--- config.mk ---
export PLATFORM = sky130hd
export DESIGN_NAME = rsc_switch_config
export DESIGN_NICKNAME = d
export VERILOG_FILES = /design/src/inc/rsc_pkg.sv /design/src/hdl/rsc_switch_config.sv
export SDC_FILE = /design/constraint.sdc
export NUM_CORES = 1
export LEC_CHECK = 0
export BUFFER_PORTS_ARGS = -buffer_cell sky130_fd_sc_hd__buf_2
export CORE_MARGIN = 2
export CORE_UTILIZATION = 50
export DETAILED_ROUTE_END_ITERATION = 6
export PLACE_DENSITY_LB_ADDON = 0.08
export SYNTH_ARGS = -nofsm -noshare
export SYNTH_HDL_FRONTEND = slang
export SYNTH_SLANG_ARGS = --single-unit
--- constraint.sdc ---
create_clock -name sys_clk -period 2.35 [get_ports sys_clk]
set_input_delay 0.235 -clock sys_clk [delete_from_list [all_inputs] [get_ports sys_clk]]
set_output_delay 0.235 -clock sys_clk [all_outputs]
set_load 0.03 [all_outputs]
--- src/inc/rsc_pkg.sv ---
// Purpose: constants and types for the rapper driver switch configuration decoder
// Assumes: switch banks are static levels, synchronous to sys_clk
// Notes: times are in seconds, lift in inches, intensity in percent
package rsc_pkg;
	// ------------------------------------------------------------
	// device types
	// ------------------------------------------------------------
	typedef enum logic [2:0] {
		RSC_IMPACT_120 = 3'h0,
		RSC_AC_VIB = 3'h1,
		RSC_MOTOR = 3'h2,
		RSC_MULTI = 3'h3,
		RSC_DC_VIB = 3'h4,
		RSC_POR_OUT = 3'h5,
		RSC_IMPACT_240 = 3'h6,
		RSC_INVALID = 3'h7
	} rsc_dev_t;
	// ------------------------------------------------------------
	// decoding constants
	// ------------------------------------------------------------
	localparam logic [12:0] RSC_SEC_PER_STEP = 13'h012c; // five minutes
	localparam logic [12:0] RSC_CYCLE_ZERO_S = 13'h0010; // sixteen seconds
	localparam logic [4:0] RSC_LIFT_SHORT = 5'h04;
	localparam logic [4:0] RSC_LIFT_LONG = 5'h08;
	localparam logic [4:0] RSC_LIFT_MIN = 5'h01;
	localparam logic [4:0] RSC_LIFT_MAX = 5'h10;
	localparam logic [6:0] RSC_INT_MIN = 7'h05;
	localparam logic [6:0] RSC_INT_FULL = 7'h64;
	localparam logic [9:0] RSC_FREQ_MIN = 10'h0c8;
	localparam logic [9:0] RSC_FREQ_MAX = 10'h258;
	localparam logic [9:0] RSC_FREQ_DEF = 10'h12c;
	localparam logic [16:0] RSC_DUR_SHORT = 17'h00002; // vibrator/multi, seconds
	localparam logic [16:0] RSC_DUR_LONG = 17'h00004;
	localparam logic [16:0] RSC_DUR_MOTOR = 17'h0012c; // five minutes
	localparam logic [16:0] RSC_DUR_MIN = 17'h00001;
	localparam logic [16:0] RSC_DUR_MAX = 17'h1517f; // 23:59:59, continuous
	localparam logic [3:0] RSC_TIMES_ONCE = 4'h1;
	localparam logic [6:0] RSC_ADDR_BASE = 7'h01;
	localparam int RSC_OUT_PER_BOARD = 16;
endpackage : rsc_pkg

--- src/hdl/rsc_switch_config.sv ---
// Purpose: decodes the board switch bank and register parameters into settings
// Assumes: inputs synchronous to sys_clk; register writes come pre-decoded
// Notes: all outputs registered, one cycle behind the switches and two behind a parameter write
module rsc_switch_config
	import rsc_pkg::*;
#(
	parameter int NUM_OUT = 16
) (
	// clock and reset
	input wire logic sys_clk,
	input wire logic reset,
	// switch banks
	input wire logic [7:0] addr_sw, // position 1 at bit 7
	input wire logic [7:0] mode_sw, // 1 standalone, 2 source, 3-5 time, 6 lift/dur
	input wire logic [3:0] cycle_sw, // cycle time code
	input wire logic [3:0] wait_sw, // wait time code
	input wire logic [2:0] type_sw, // device type code
	// parameter register writes from handheld_programmer or pc
	input wire logic prm_wr,
	input wire logic [4:0] wr_lift,
	input wire logic [6:0] wr_intensity,
	input wire logic [9:0] wr_freq,
	input wire logic [16:0] wr_duration,
	input wire logic [7:0] wr_over_amps,
	input wire logic [7:0] wr_under_amps,
	input wire logic [NUM_OUT-1:0] wr_out_en,
	input wire logic wr_relay_nc,
	// decoded configuration
	output logic cal_table,
	output logic standalone,
	output logic use_regs,
	output rsc_dev_t dev_type,
	output logic cfg_invalid,
	output logic [6:0] board_addr,
	output logic [10:0] first_output,
	output logic [12:0] init_wait_s,
	output logic [12:0] cycle_s,
	output logic [12:0] wait_s,
	// effective drive parameters
	output logic [4:0] lift_in,
	output logic [6:0] intensity,
	output logic [9:0] freq_cpm,
	output logic [16:0] duration_s,
	output logic continuous,
	output logic fire_all,
	output logic [3:0] times_in_seq,
	output logic [NUM_OUT-1:0] out_enable,
	output logic [7:0] over_amps,
	output logic [7:0] under_amps,
	output logic relay_nc
);
	// the address arithmetic serves sixteen outputs per board only, so refuse others
	if (NUM_OUT != RSC_OUT_PER_BOARD) begin : g_bad_num_out
		$error("NUM_OUT must match outputs per board");
	end

	// ------------------------------------------------------------
	// parameter registers
	// ------------------------------------------------------------
	logic [4:0] lift_q, lift_d;
	logic [6:0] int_q, int_d;
	logic [9:0] freq_q, freq_d;
	logic [16:0] dur_q, dur_d;
	logic [7:0] ovr_q, ovr_d, und_q, und_d;
	logic [NUM_OUT-1:0] en_q, en_d;
	logic nc_q, nc_d;

	// out-of-range writes are clamped so a bad entry can never overdrive a rapper
	always_comb begin
		lift_d = lift_q;
		int_d = int_q;
		freq_d = freq_q;
		dur_d = dur_q;
		ovr_d = ovr_q;
		und_d = und_q;
		en_d = en_q;
		nc_d = nc_q;
		if (prm_wr) begin
			lift_d = (wr_lift < RSC_LIFT_MIN) ? RSC_LIFT_MIN :
				(wr_lift > RSC_LIFT_MAX) ? RSC_LIFT_MAX : wr_lift;
			int_d = (wr_intensity < RSC_INT_MIN) ? RSC_INT_MIN :
				(wr_intensity > RSC_INT_FULL) ? RSC_INT_FULL : wr_intensity;
			freq_d = (wr_freq < RSC_FREQ_MIN) ? RSC_FREQ_MIN :
				(wr_freq > RSC_FREQ_MAX) ? RSC_FREQ_MAX : wr_freq;
			dur_d = (wr_duration < RSC_DUR_MIN) ? RSC_DUR_MIN :
				(wr_duration > RSC_DUR_MAX) ? RSC_DUR_MAX : wr_duration;
			ovr_d = wr_over_amps;
			und_d = wr_under_amps;
			en_d = wr_out_en;
			nc_d = wr_relay_nc;
		end
	end

	// registers only; reset values are the short switch defaults, with all output enables off
	always_ff @(posedge sys_clk) begin
		if (reset) begin
			lift_q <= RSC_LIFT_SHORT;
			int_q <= RSC_INT_FULL;
			freq_q <= RSC_FREQ_DEF;
			dur_q <= RSC_DUR_SHORT;
			ovr_q <= 8'h00;
			und_q <= 8'h00;
			en_q <= '0;
			nc_q <= 1'b0;
		end else begin
			lift_q <= lift_d;
			int_q <= int_d;
			freq_q <= freq_d;
			dur_q <= dur_d;
			ovr_q <= ovr_d;
			und_q <= und_d;
			en_q <= en_d;
			nc_q <= nc_d;
		end
	end

	// ------------------------------------------------------------
	// switch decode
	// ------------------------------------------------------------
	logic cal_d, sa_d, ur_d, inv_d, cont_d, fa_d;
	rsc_dev_t type_d;
	logic [6:0] addr_d;
	logic [10:0] first_d;
	logic [12:0] iw_d, cy_d, wt_d;
	logic [4:0] lift_o_d;
	logic [6:0] int_o_d;
	logic [9:0] freq_o_d;
	logic [16:0] dur_o_d;
	logic [3:0] times_d;
	logic [NUM_OUT-1:0] oe_d;
	logic [3:0] iw_code;
	logic impact;

	always_comb begin
		type_d = rsc_dev_t'(type_sw);
		inv_d = (type_d == RSC_INVALID);
		impact = (type_d == RSC_IMPACT_120) || (type_d == RSC_IMPACT_240);
		cal_d = impact & addr_sw[7];
		sa_d = mode_sw[7];
		ur_d = mode_sw[6];
		addr_d = {1'b0, addr_sw[5:0]} + RSC_ADDR_BASE;
		first_d = {5'h00, addr_sw[5:0]} * 11'(RSC_OUT_PER_BOARD) + 11'h001;
		iw_code = {1'b0, mode_sw[5:3]};
		iw_d = 13'(iw_code) * RSC_SEC_PER_STEP;
		cy_d = (cycle_sw == 4'h0) ? RSC_CYCLE_ZERO_S :
			13'(cycle_sw) * RSC_SEC_PER_STEP;
		wt_d = 13'(wait_sw) * RSC_SEC_PER_STEP;
		times_d = RSC_TIMES_ONCE;
		fa_d = 1'b0;
		if (ur_d) begin
			// register values serve both scheduled and stand-alone rapping
			lift_o_d = lift_q;
			int_o_d = int_q;
			freq_o_d = freq_q;
			dur_o_d = dur_q;
			oe_d = en_q;
		end else begin
			lift_o_d = mode_sw[2] ? RSC_LIFT_LONG : RSC_LIFT_SHORT;
			int_o_d = RSC_INT_FULL;
			freq_o_d = RSC_FREQ_DEF;
			oe_d = '1;
			if (type_d == RSC_MOTOR) begin
				dur_o_d = mode_sw[2] ? RSC_DUR_MAX : RSC_DUR_MOTOR;
				fa_d = mode_sw[2];
			end else begin
				dur_o_d = mode_sw[2] ? RSC_DUR_LONG : RSC_DUR_SHORT;
			end
		end
		cont_d = (dur_o_d == RSC_DUR_MAX);
		if (inv_d) begin
			oe_d = '0;
		end
	end

	// registers only
	always_ff @(posedge sys_clk) begin
		if (reset) begin
			cal_table <= 1'b0;
			standalone <= 1'b0;
			use_regs <= 1'b0;
			dev_type <= RSC_INVALID;
			cfg_invalid <= 1'b1;
			board_addr <= RSC_ADDR_BASE;
			first_output <= 11'h001;
			init_wait_s <= 13'h0000;
			cycle_s <= RSC_CYCLE_ZERO_S;
			wait_s <= 13'h0000;
			lift_in <= RSC_LIFT_SHORT;
			intensity <= RSC_INT_FULL;
			freq_cpm <= RSC_FREQ_DEF;
			duration_s <= RSC_DUR_SHORT;
			continuous <= 1'b0;
			fire_all <= 1'b0;
			times_in_seq <= RSC_TIMES_ONCE;
			out_enable <= '0;
			over_amps <= 8'h00;
			under_amps <= 8'h00;
			relay_nc <= 1'b0;
		end else begin
			cal_table <= cal_d;
			standalone <= sa_d;
			use_regs <= ur_d;
			dev_type <= type_d;
			cfg_invalid <= inv_d;
			board_addr <= addr_d;
			first_output <= first_d;
			init_wait_s <= iw_d;
			cycle_s <= cy_d;
			wait_s <= wt_d;
			lift_in <= lift_o_d;
			intensity <= int_o_d;
			freq_cpm <= freq_o_d;
			duration_s <= dur_o_d;
			continuous <= cont_d;
			fire_all <= fa_d;
			times_in_seq <= times_d;
			out_enable <= oe_d;
			over_amps <= ovr_q;
			under_amps <= und_q;
			relay_nc <= nc_q;
		end
	end
endmodule : rsc_switch_config

# Word-level counts from Yosys, hierarchy flattened
# Cells that the tools add are included.
[word_totals]
reg_bits = 210
input_bits = 102
[classes]
n_reduce_logical = 7
bitwise_logic = 3
muxes = 15
eq_ne = 4
multipliers = 3
addsub = 2
magnitude_cmp = 8
[op_table]
columns = ["operator", "n"]
rows = [
  ["$mux W17", 5],
  ["$mul A4 B7 Y11 const B", 2],
  ["$mux W10", 2],
  ["$eq A17 B17 Y1 const B", 1],
  ["$gt A17 B17 Y1 const B", 1],
  ["$lt A17 B1 Y1 const B", 1],
  ["$mux W16", 1],
  ["$mux W5", 3],
  ["$mux W7", 2],
  ["$add A10 B1 Y11 const B", 1],
  ["$gt A10 B10 Y1 const B", 1],
  ["$lt A10 B8 Y1 const B", 1],
  ["$mul A3 B7 Y10 const B", 1],
  ["$add A6 B1 Y7 const B", 1],
  ["$gt A7 B7 Y1 const B", 1],
  ["$lt A7 B3 Y1 const B", 1],
  ["$eq A3 B3 Y1 const B", 2],
  ["$reduce_or A2 Y1", 3],
  ["$gt A5 B5 Y1 const B", 1],
  ["$lt A5 B1 Y1 const B", 1],
  ["$logic_not A4 Y1", 1],
  ["$mux W4", 1],
  ["$eq A3 B2 Y1 const B", 1],
  ["$logic_not A3 Y1", 1],
  ["other kinds (5)", 6],
]

# Depth between registers and ports, before layout
# Gate-level depths: netlist (run 1).
[logic_depth]
ltp_word = 4
depth_mapped = 9
mapped_depth_nobuf = 9

# Worst setup path before layout (run 1)
# No wires, ideal clock.
[synth_timing]
path_kind = "input port to flip-flop"
startpoint = "in wait_sw[2]"
endpoint = "reg wait_s[12]"
t_required_ps = 2233
setup_ps = 117
slack_ps = 267
path_buffers = 0
arrival_ps = 1966
stages = 9
path_cell_list = "ha_1 inv_1 fa_1 inv_1 ha_1 a21o_1 a21oi_1 o21ai_0 and4b_1"
[synth_between]
elab_chain_len = 1
[synth_lines]
columns = ["item", "line", "source"]
rows = [
  ["start: declaration", "rsc_switch_config.sv:16", "input wire logic [3:0] wait_sw,"],
  ["$mul A4 B7 Y11", "rsc_switch_config.sv:147", "wt_d = 13'(wait_sw) * RSC_SEC_PER_STEP;"],
  ["end signal: assignment", "rsc_switch_config.sv:209", "wait_s <= wt_d;"],
  ["end: declaration", "rsc_switch_config.sv:38", "output logic [12:0] wait_s,"],
]
# Every way passes these cells.
# A chain may end at the register's enable or synchronous reset.

# Worst setup path in the final report (run 1)
[layout_timing]
startpoint = "in type_sw[1]"
endpoint = "reg continuous"
[layout_between]
elab_chain_len = 4
[layout_lines]
columns = ["item", "line", "source"]
rows = [
  ["start: declaration", "rsc_switch_config.sv:17", "input wire logic [2:0] type_sw,"],
  ["$eq A3 B2 Y1", "rsc_switch_config.sv:162", "if (type_d == RSC_MOTOR) begin"],
  ["$mux W17", "rsc_switch_config.sv:162", ""],
  ["$mux W17", "rsc_switch_config.sv:150", "if (ur_d) begin"],
  ["$eq A17 B17 Y1", "rsc_switch_config.sv:169", "cont_d = (dur_o_d == RSC_DUR_MAX);"],
  ["end signal: assignment", "rsc_switch_config.sv:214", "continuous <= cont_d;"],
  ["end: declaration", "rsc_switch_config.sv:44", "output logic continuous,"],
]
# Every way passes these cells.

==> results of run 1 <==
## synthesized netlist by cell type (4+ instances only)
cell type    n  area share (%)
a211oi_1     6            0.60
a21o_1       7            0.70
a21oi_1     63             4.2
a221oi_1     6            0.70
a31oi_1      4            0.33
and2_1      21             1.8
and3_1       6            0.50
buf_1        8            0.40
buf_2        4            0.27
buf_4       16             1.6
clkbuf_1    25             1.3
dfxtp_1    198              53
ha_1        38             6.3
inv_1       44             2.2
mux2i_1     39             5.2
nand2_1     38             1.9
nand2b_1    11            0.92
nand3_1     19             1.3
nand4_1      4            0.33
nor2_1      82             4.1
nor2b_1     33             2.8
nor3_1       9            0.60
nor4_1       5            0.42
o21ai_0      9            0.60
o41ai_1      5            0.58
xnor2_1      8            0.93
xor2_1       6            0.70
## per-layer routing
| layer | vias up | part of all wire, % | GRT usage [%] |
|---|---|---|---|
| met3 | 36 | 9.7 | 8.22 |
| met2 | 202 | 45 | 34.4 |
| li1 | 3014 | - | - |
| met4 | 0 | 2.8 | 8.79 |
| met1 | 2657 | 42 | 26.4 |
| met5 | - | 0 | 0 |
## report_power, final
group	leakage (nW)	internal [W]	switching, W
registers	1.63	0.00356	0.0000694
logic	2.60	0.000420	0.000756
clock network	0.283	0.00159	0.00130
## sequential cells by signal, summed over array words and instances (netlist names), 3 cells and up
signal	cells
board_addr	7
cycle_s	11
dev_type	3
dur_q	17
duration_s	17
en_q	16
first_output	6
freq_cpm	10
freq_q	10
init_wait_s	10
int_q	7
intensity	7
lift_in	5
lift_q	5
out_enable	16
over_amps	8
ovr_q	8
und_q	8
under_amps	8
wait_s	11
## cell type report
type / instances / area, um2 / area share (%)
Tap cell: 184 / 230 / 2.45
Antenna cell: 1 / 2.50 / 0.0267
Inverter: 44 / 165 / 1.76
Multi-Input combinational cell: 481 / 3160 / 33.6
Clock buffer: 17 / 425 / 4.53
Timing Repair Buffer: 244 / 1280 / 13.6
Clock inverter: 15 / 169 / 1.80
Sequential cell: 198 / 3960 / 42.2
## kinds of logic after synthesis
| logic type | after synthesis | share of synthesized area (%) |
|---|---|---|
| and+or+nand+nor | 244 | 16.2 |
| DFF | 198 | 52.8 |
| AOI/OAI and AO/OA | 127 | 11.0 |
| buffers and inverters | 98 | 5.87 |
| adders and majority gates | 41 | 7.13 |
| muxes | 39 | 5.20 |
| xor gates and xnor gates | 14 | 1.63 |
| other | 2 | 0.100 |
## per-stage QoR
stage	total power (W)	cells	hold WS (ps)	util, %
global route	0.00807	1183	20.6	64.3
global placement	0.00487	1150	418	60.2
floorplan	0.00451	777	328	-
finish	0.00771	1184	26.7	64.3
CTS	0.00778	1183	4.63	64.3
detailed placement	0.00489	1150	426	60.2
## worst max-delay path by stage
| stage | startpoint | endpoint | slack (ps) | cells after the start |
|---|---|---|---|---|
| final | type_sw[1] | continuous | 350 | 9 |
| after floorplan | wait_sw[2] | wait_s[12] | 270 | 9 |
| after CTS | type_sw[1] | continuous | 370 | 9 |
| after global routing | type_sw[1] | continuous | 160 | 9 |
| after global placement | wait_sw[3] | wait_s[10] | 30 | 11 |
| after detailed placement | wait_sw[3] | wait_s[10] | 9 | 11 |
## critical path: stages
cell and delay (ps):
dlygate4sd3_1 520, buf_2 120, or3b_2 530, inv_1 90, ha_1 160, nand2b_1 200
nor2_1 140, a41oi_1 60, nor4b_1 290
==> flow_metrics.py, run 1 <==
metrics = {
    "critical_path": {
        "critPathKind": "in2reg",
        "critical_path_required_ps": 2690,
        "worst-r2r-setup-slack_ps": 850,
        "r2r-start": "dur_q[2]",
        "reg2reg_depth": 3,
        "reg2reg_to": "continuous",
        "arrival_ps": 2340,
        "cp-end-kind": "register",
        "critPathLaunchType": "primary input",
        "critPathMaxFanout": 8,
    },
    "drt": {
        "drc_errors": 0,
        "post_drt_wl_per_cell_um": 14.4,
        "viasPerCell": 4.99,
        "routed_wl_um": 17000,
        "drt_iter0_drc": 293,
        "antenna_left": 0,
        "vias": 5909,
        "firstDrtPassIters": 4,
    },
    "sta": {
        "maxSlewViolCount": 0,
        "finalSetupViolations": 0,
        "max-slew-margin-rel_pct": 58.3,
        "fin_setup_tns_ps": 0,
        "tightest_slew_ps": 626,
        "finalWorstSetupSlack_ps": 350,
        "max_freq_mhz": 500,
        "hold_viol": 0,
        "skew_ps": 4.74,
        "period_share_pct": 85.1,
        "rsz0062_at_grt": "false",
        "finalCriticalPeriod_ps": 2000,
    },
    "synth": {
        "synth.distinct_cells": 63,
        "yosysWarnings": 0,
        "netlist_instances": 763,
        "ys_ff_latch": 198,
        "async_flop_share_pct": 0,
        "synth_area_um2": 7510,
        "synth_edf_count": 0,
        "synth-seq-area-share_pct": 52.8,
        "avgSynthCellArea_um2": 9.84,
        "synth_ff_type": "dfxtp_1",
    },
    "finish": {
        "final_cell_mix": "buf_2 (223), dfxtp_1 (198), nor2_1 (82)",
        "layout-drive-gt1-share_pct": 28.4,
        "fill_cells": 1297,
        "final_area_um2": 9390,
        "nets": 1129,
        "area_delta_synth_final_pct": 25.0,
        "final_common_cell": "buf_2",
    },
    "pwr": {
        "power_density_nw_per_um2": 821,
        "leakagePower_nw": 4.52,
        "vdd_ir_drop_max_v": 0.000483,
    },
    "clock_network": {
        "cts.clk_slew.worst_paths_ps": 70,
        "cts_buffer_depth": 2,
        "clkLatencyLatePin_ps": 430,
        "htreeDepth": 4,
        "ctsResizeCount": 0,
        "cts-root-buf": "clkbuf_16",
        "tritoncts": "built",
        "post-cts-setup-buffers": 0,
        "hold_buffers": 1,
        "cts_buffers": 17,
        "cts_sinks": 198,
    },
    "worst_hold_path": {
        "min_path_type": "in2reg",
        "min-delay-start": "mode_sw[7]",
        "hold-path-cell-count": 2,
        "min_to": "standalone",
    },
    "global_route": {
        "grt_pass1_wl_um": 27600,
        "grt_pass1_vias": 5626,
        "antenna_found_initial": 1,
        "grt_usage_pct": 21.6,
        "grt_max_degree": 38,
        "grt-ovfl-total": 0,
    },
    "place": {
        "place_area_um2": 8780,
        "placement.io_buffers": 224,
        "post-dp-hpwl_um": 12600,
        "place_ws_ps": 9.42,
        "gp_congestion": 0.839,
    },
    "die": {
        "coreArea_um2": 14600,
        "fp.dieH_um": 127,
        "pin_count": 244,
        "initial_core_util_pct": 51.5,
        "dieArea_um2": 16000,
        "num_rows": 44,
        "die_x_um": 127,
    },
    "outcome": {
        "status": "completed",
    },
    "run": {
        "drv_cap": 0,
    },
}
(Power assumes the default switching activity.)
==> run 2, diff against run 1 <==
- CELL_PAD_IN_SITES_DETAIL_PLACEMENT: not set -> 0
- CELL_PAD_IN_SITES_GLOBAL_PLACEMENT: not set -> 1
- CORE_UTILIZATION: 50 -> 38
==> run 2 against run 1 <==
Compared with the run above: highest routed layer unchanged; maximum frequency is 4.5% higher; setup slack better by 87 ps; largest power group unchanged; total power grew 0.95%; critical endpoint is now wait_s[10]; first-iteration DRC count decreased by 33%.
==> flow_metrics.py, run 2 (same netlist as run 1, synthesis figures left out) <==
metrics = {
    "die": {
        "coreArea_um2": 19400,
        "fp.dieH_um": 145,
        "num_rows": 51,
        "initial_core_util_pct": 38.7,
        "die_x_um": 145,
        "dieArea_um2": 20900,
        "pin_count": 244,
    },
    "critical_path": {
        "path_buf_inv": 4,
        "path_cells": "buf_2 > ha_1 > inv_1 > fa_1 > inv_1 > ha_1 > a21o_1 > a21oi_1 > buf_4 > or4_1 > nand3_1",
        "cp-end-kind": "register",
        "critical_path_required_ps": 2720,
        "critPathLaunchType": "primary input",
        "critPathKind": "in2reg",
        "r2r-start": "dur_q[2]",
        "crit_family": "adder cells",
        "arrival_ps": 2280,
        "critPathMaxFanout": 3,
        "max_stage_delay_ps": 460,
        "worstSetupStartpoint": "wait_sw[2]",
        "critical_path.slowest_cell": "or4_1",
    },
    "finish": {
        "area_delta_synth_final_pct": 26.9,
        "final_common_cell": "buf_2",
        "nets": 1131,
        "final_cell_mix": "buf_2 (223), dfxtp_1 (198), nor2_1 (82)",
        "largest_registers": "dur_q: 17 flops, duration_s: 17 flops",
        "layout-drive-gt1-share_pct": 28.6,
    },
    "place": {
        "gp_congestion": 0.771,
        "placement.io_buffers": 224,
        "post-dp-hpwl_um": 13600,
        "place_ws_ps": -12.7,
    },
    "clock_network": {
        "htreeDepth": 4,
        "cts_sinks": 198,
        "hold_buffers": 1,
        "cts.clk_slew.worst_paths_ps": 70,
        "tritoncts": "built",
        "clkLatencyLatePin_ps": 420,
        "post-cts-setup-buffers": 0,
        "ctsResizeCount": 0,
        "cts_buffers": 17,
        "cts_buffer_depth": 2,
        "cts-root-buf": "clkbuf_16",
    },
    "worst_hold_path": {
        "min_path_type": "in2reg",
        "min-delay-start": "type_sw[1]",
    },
    "drt": {
        "vias": 5856,
        "antenna_left": 0,
        "post_drt_wl_per_cell_um": 14.4,
        "drt_iter0_drc": 197,
        "viasPerCell": 4.62,
        "routed_wl_um": 18300,
        "firstDrtPassIters": 6,
        "drc_errors": 0,
    },
    "global_route": {
        "grt_pass1_wl_um": 28900,
        "grt-ovfl-total": 0,
        "grt_pass1_vias": 5658,
        "grt_usage_pct": 17.8,
        "antenna_found_initial": 1,
        "grt_max_degree": 45,
    },
    "sta": {
        "period_share_pct": 81.4,
        "finalCriticalPeriod_ps": 1910,
        "whs_ps": 23.1,
        "tightest_slew_ps": 681,
        "finalWorstSetupSlack_ps": 437,
        "max_freq_mhz": 523,
        "finalSetupViolations": 0,
        "rsz0062_at_grt": "false",
        "skew_ps": 8.72,
        "hold_viol": 0,
        "maxSlewViolCount": 0,
        "max-slew-margin-rel_pct": 54.6,
    },
    "pwr": {
        "power_density_nw_per_um2": 817,
        "power_w": 0.00778,
        "leakagePower_nw": 4.53,
        "vdd_ir_drop_max_v": 0.000468,
    },
    "run": {
        "drv_cap": 0,
    },
    "outcome": {
        "status": "completed",
    },
}
## run 2: layout make-up
type | instances | area (um2)
clock inverter | 14 | 160
inverter | 44 | 165
fill | 1948 | 9870
antenna | 2 | 5.00
multi-input combinational | 481 | 3160
clock buffer | 18 | 439
sequential | 198 | 3960
tap | 265 | 332
timing repair buffer | 246 | 1300
## run 2: worst reg2reg max path: cells and delay by family, from the launching register on
kind | cells | cell delay, ps
and+or+nand+nor | 2 | 780
AOI/OAI and AO/OA | 1 | 310
DFF | 1 | 410
## run 2: worst paths after layout
kind                               endpoint  slack, ps  depth (start not counted)
worst max-delay path             wait_s[10]        440                         11
worst min-delay path              cal_table         20                          2
worst max register to register   continuous        760                          3
worst min register to register  freq_cpm[3]        430                          1
## run 2: per-stage QoR
| step | utilization, % | cell area, um2 | std cells | TNS, ps |
|---|---|---|---|---|
| floorplan | - | 7560 | 777 | 0 |
| global placement | 45.9 | 8910 | 1233 | -4.49 |
| detailed placement | 45.9 | 8910 | 1233 | -12.7 |
| CTS | 49.1 | 9520 | 1266 | 0 |
| global route | 49.1 | 9520 | 1266 | 0 |
| finish | 49.1 | 9520 | 1268 | 0 |
## run 2: power by group
part           leakage (nW)  switching (W)  internal [W]
Clock                 0.287        0.00133       0.00163
Combinational          2.61       0.000765      0.000425
Sequential             1.63      0.0000716       0.00356
## run 2: routing by layer
layer	part of all wire (%)	up-vias	wire length, um	track usage (%)
li1	-	3013	-	-
met4	1.2	0	216	5.57
met5	0	-	0	0
met2	46	153	8380	28.1
met3	7.3	16	1340	6.39
met1	46	2674	8380	22.7
==> run 3, diff against run 2 <==
- clock period: 2.35 -> 1.8 ns (I/O delays scaled with it)
==> run 3 against run 2 <==
Compared with the run above: clock skew is 2.4 ps lower; first-iteration DRC count up 4.1%; final cell count increased by 5.1%; highest routed layer unchanged.
==> flow_metrics.py, run 3 (same netlist as run 1, synthesis figures left out) <==
metrics = {
    "sta": {
        "period_share_pct": 93.2,
        "max_freq_mhz": 596,
        "rsz0062_at_grt": "false",
        "skew_ps": 6.33,
        "maxSlewViolCount": 0,
        "hold_viol": 0,
        "finalSetupViolations": 0,
        "max-slew-margin-rel_pct": 57.7,
        "finalWorstSetupSlack_ps": 122,
        "finalCriticalPeriod_ps": 1680,
        "tightest_slew_ps": 635,
    },
    "clock_network": {
        "cts_sinks": 198,
        "tritoncts": "built",
        "cts.clk_slew.worst_paths_ps": 70,
        "clkLatencyLatePin_ps": 430,
        "hold_buffers": 43,
        "htreeDepth": 4,
        "cts_buffer_depth": 2,
        "ctsResizeCount": 0,
        "post-cts-setup-buffers": 0,
        "cts_buffers": 17,
        "cts-root-buf": "clkbuf_16",
    },
    "global_route": {
        "grt_pass1_wl_um": 29100,
        "grt_pass1_vias": 5743,
        "grt-ovfl-total": 0,
        "grt_usage_pct": 18.0,
        "grt_max_degree": 48,
        "antenna_found_initial": 2,
    },
    "run": {
        "drv_cap": 0,
    },
    "drt": {
        "drt_iter0_drc": 205,
        "post_drt_wl_per_cell_um": 14.1,
        "routed_wl_um": 18800,
        "viasPerCell": 4.62,
        "vias": 6165,
        "drc_errors": 0,
        "firstDrtPassIters": 5,
        "antenna_left": 0,
    },
    "die": {
        "dieArea_um2": 20900,
        "initial_core_util_pct": 38.7,
        "die_x_um": 145,
        "fp.dieH_um": 145,
        "coreArea_um2": 19400,
        "num_rows": 51,
        "pin_count": 244,
    },
    "critical_path": {
        "worstSetupStartpoint": "dur_q[2]",
        "critical_path_required_ps": 2110,
        "critical_path.slowest_cell": "or4b_1",
        "cp-end-kind": "register",
        "cp-endpoint": "continuous",
        "reg2reg_depth": 3,
        "max_stage_delay_ps": 530,
        "path_depth": 3,
        "worst-r2r-setup-slack_ps": 120,
        "path_cells": "or4b_1 > o32a_1 > nor4b_1",
        "crit_family": "simple AND/OR/NAND/NOR gates",
        "r2r-start": "dur_q[2]",
        "critPathMaxFanout": 4,
        "arrival_ps": 1990,
        "critPathKind": "reg2reg",
        "reg2reg_to": "continuous",
        "critPathLaunchType": "register",
        "path_buf_inv": 0,
    },
    "finish": {
        "largest_registers": "dur_q: 17 flops, duration_s: 17 flops",
        "area_delta_synth_final_pct": 35.9,
        "layout-drive-gt1-share_pct": 29.9,
        "nets": 1196,
        "fill_cells": 1920,
        "final_cell_mix": "buf_2 (223), dfxtp_1 (198), nor2_1 (82)",
        "final_common_cell": "buf_2",
    },
    "worst_hold_path": {
        "hold-path-cell-count": 3,
        "min_path_type": "in2reg",
    },
    "place": {
        "placement.io_buffers": 224,
        "gp_congestion": 0.822,
        "place_ws_ps": -300,
        "post-dp-hpwl_um": 13800,
    },
    "outcome": {
        "status": "completed",
    },
    "pwr": {
        "power_w": 0.0102,
        "power_density_nw_per_um2": 1000,
        "vdd_ir_drop_max_v": 0.000620,
        "leakagePower_nw": 4.83,
    },
}
## run 3: cell count changes in the layout (fill, tap and decap cells not counted), sizes merged
cell,before,now
buf,245,268
bufinv,2,1
clkinv,2,3
clkinvlp,3,2
dlygate4sd3,1,43
inv,51,52
## run 3: worst min-delay path by stage
stage               startpoint    endpoint  slack (ps)
floorplan           type_sw[1]   cal_table         270
global placement    mode_sw[7]  standalone         390
detailed placement  mode_sw[7]  standalone         390
CTS                 wr_freq[1]   freq_q[1]           2
global route        wr_freq[0]   freq_q[0]           6
finish              wr_lift[2]   lift_q[2]          20
## run 3: final cells by class
cell class / instances / area [um2] / area share [%]
Tap cell: 265 / 332 / 3.25
Clock inverter: 14 / 156 / 1.53
Antenna cell: 2 / 5.00 / 0.0491
Clock buffer: 18 / 429 / 4.21
Inverter: 44 / 169 / 1.66
Timing Repair Buffer: 311 / 1920 / 18.8
Sequential cell: 198 / 3960 / 38.9
Multi-Input combinational cell: 481 / 3220 / 31.6
## run 3: worst reg2reg max path, delay by kind of cell (launching register included)
kind,cells,cell delay (ps)
simple gates,2,830
flops,1,420
compound gates,1,310
## run 3: layer usage
layer  global-route usage, %  part of all wire, %  wire length (um)  vias to the layer above
li1                        -                    -                 -                     3132
met1                    22.3                   44              8280                     2828
met2                    28.9                   47              8770                      184
met3                    6.75                  7.9              1480                       21
met4                    5.83                  1.4               271                        0
met5                       0                    0                 0                        -
## run 3: where the power goes
part / internal (W) / total, W / switching, W
Combinational: 0.000675 / 0.00171 / 0.00103
Sequential: 0.00465 / 0.00475 / 0.0000990
Clock: 0.00198 / 0.00378 / 0.00180
## run 3: per-stage QoR
stage / setup TNS (ps) / std cells / util, % / hold WS (ps) / cell area [um2]
floorplan: -146 / 777 / - / 273 / 7630
global placement: -1980 / 1256 / 47.3 / 390 / 9180
CTS: 0 / 1331 / 52.6 / 1.92 / 10200
finish: 0 / 1333 / 52.6 / 18.7 / 10200
detailed placement: -2240 / 1256 / 47.3 / 395 / 9180
global route: 0 / 1333 / 52.6 / 5.85 / 10200
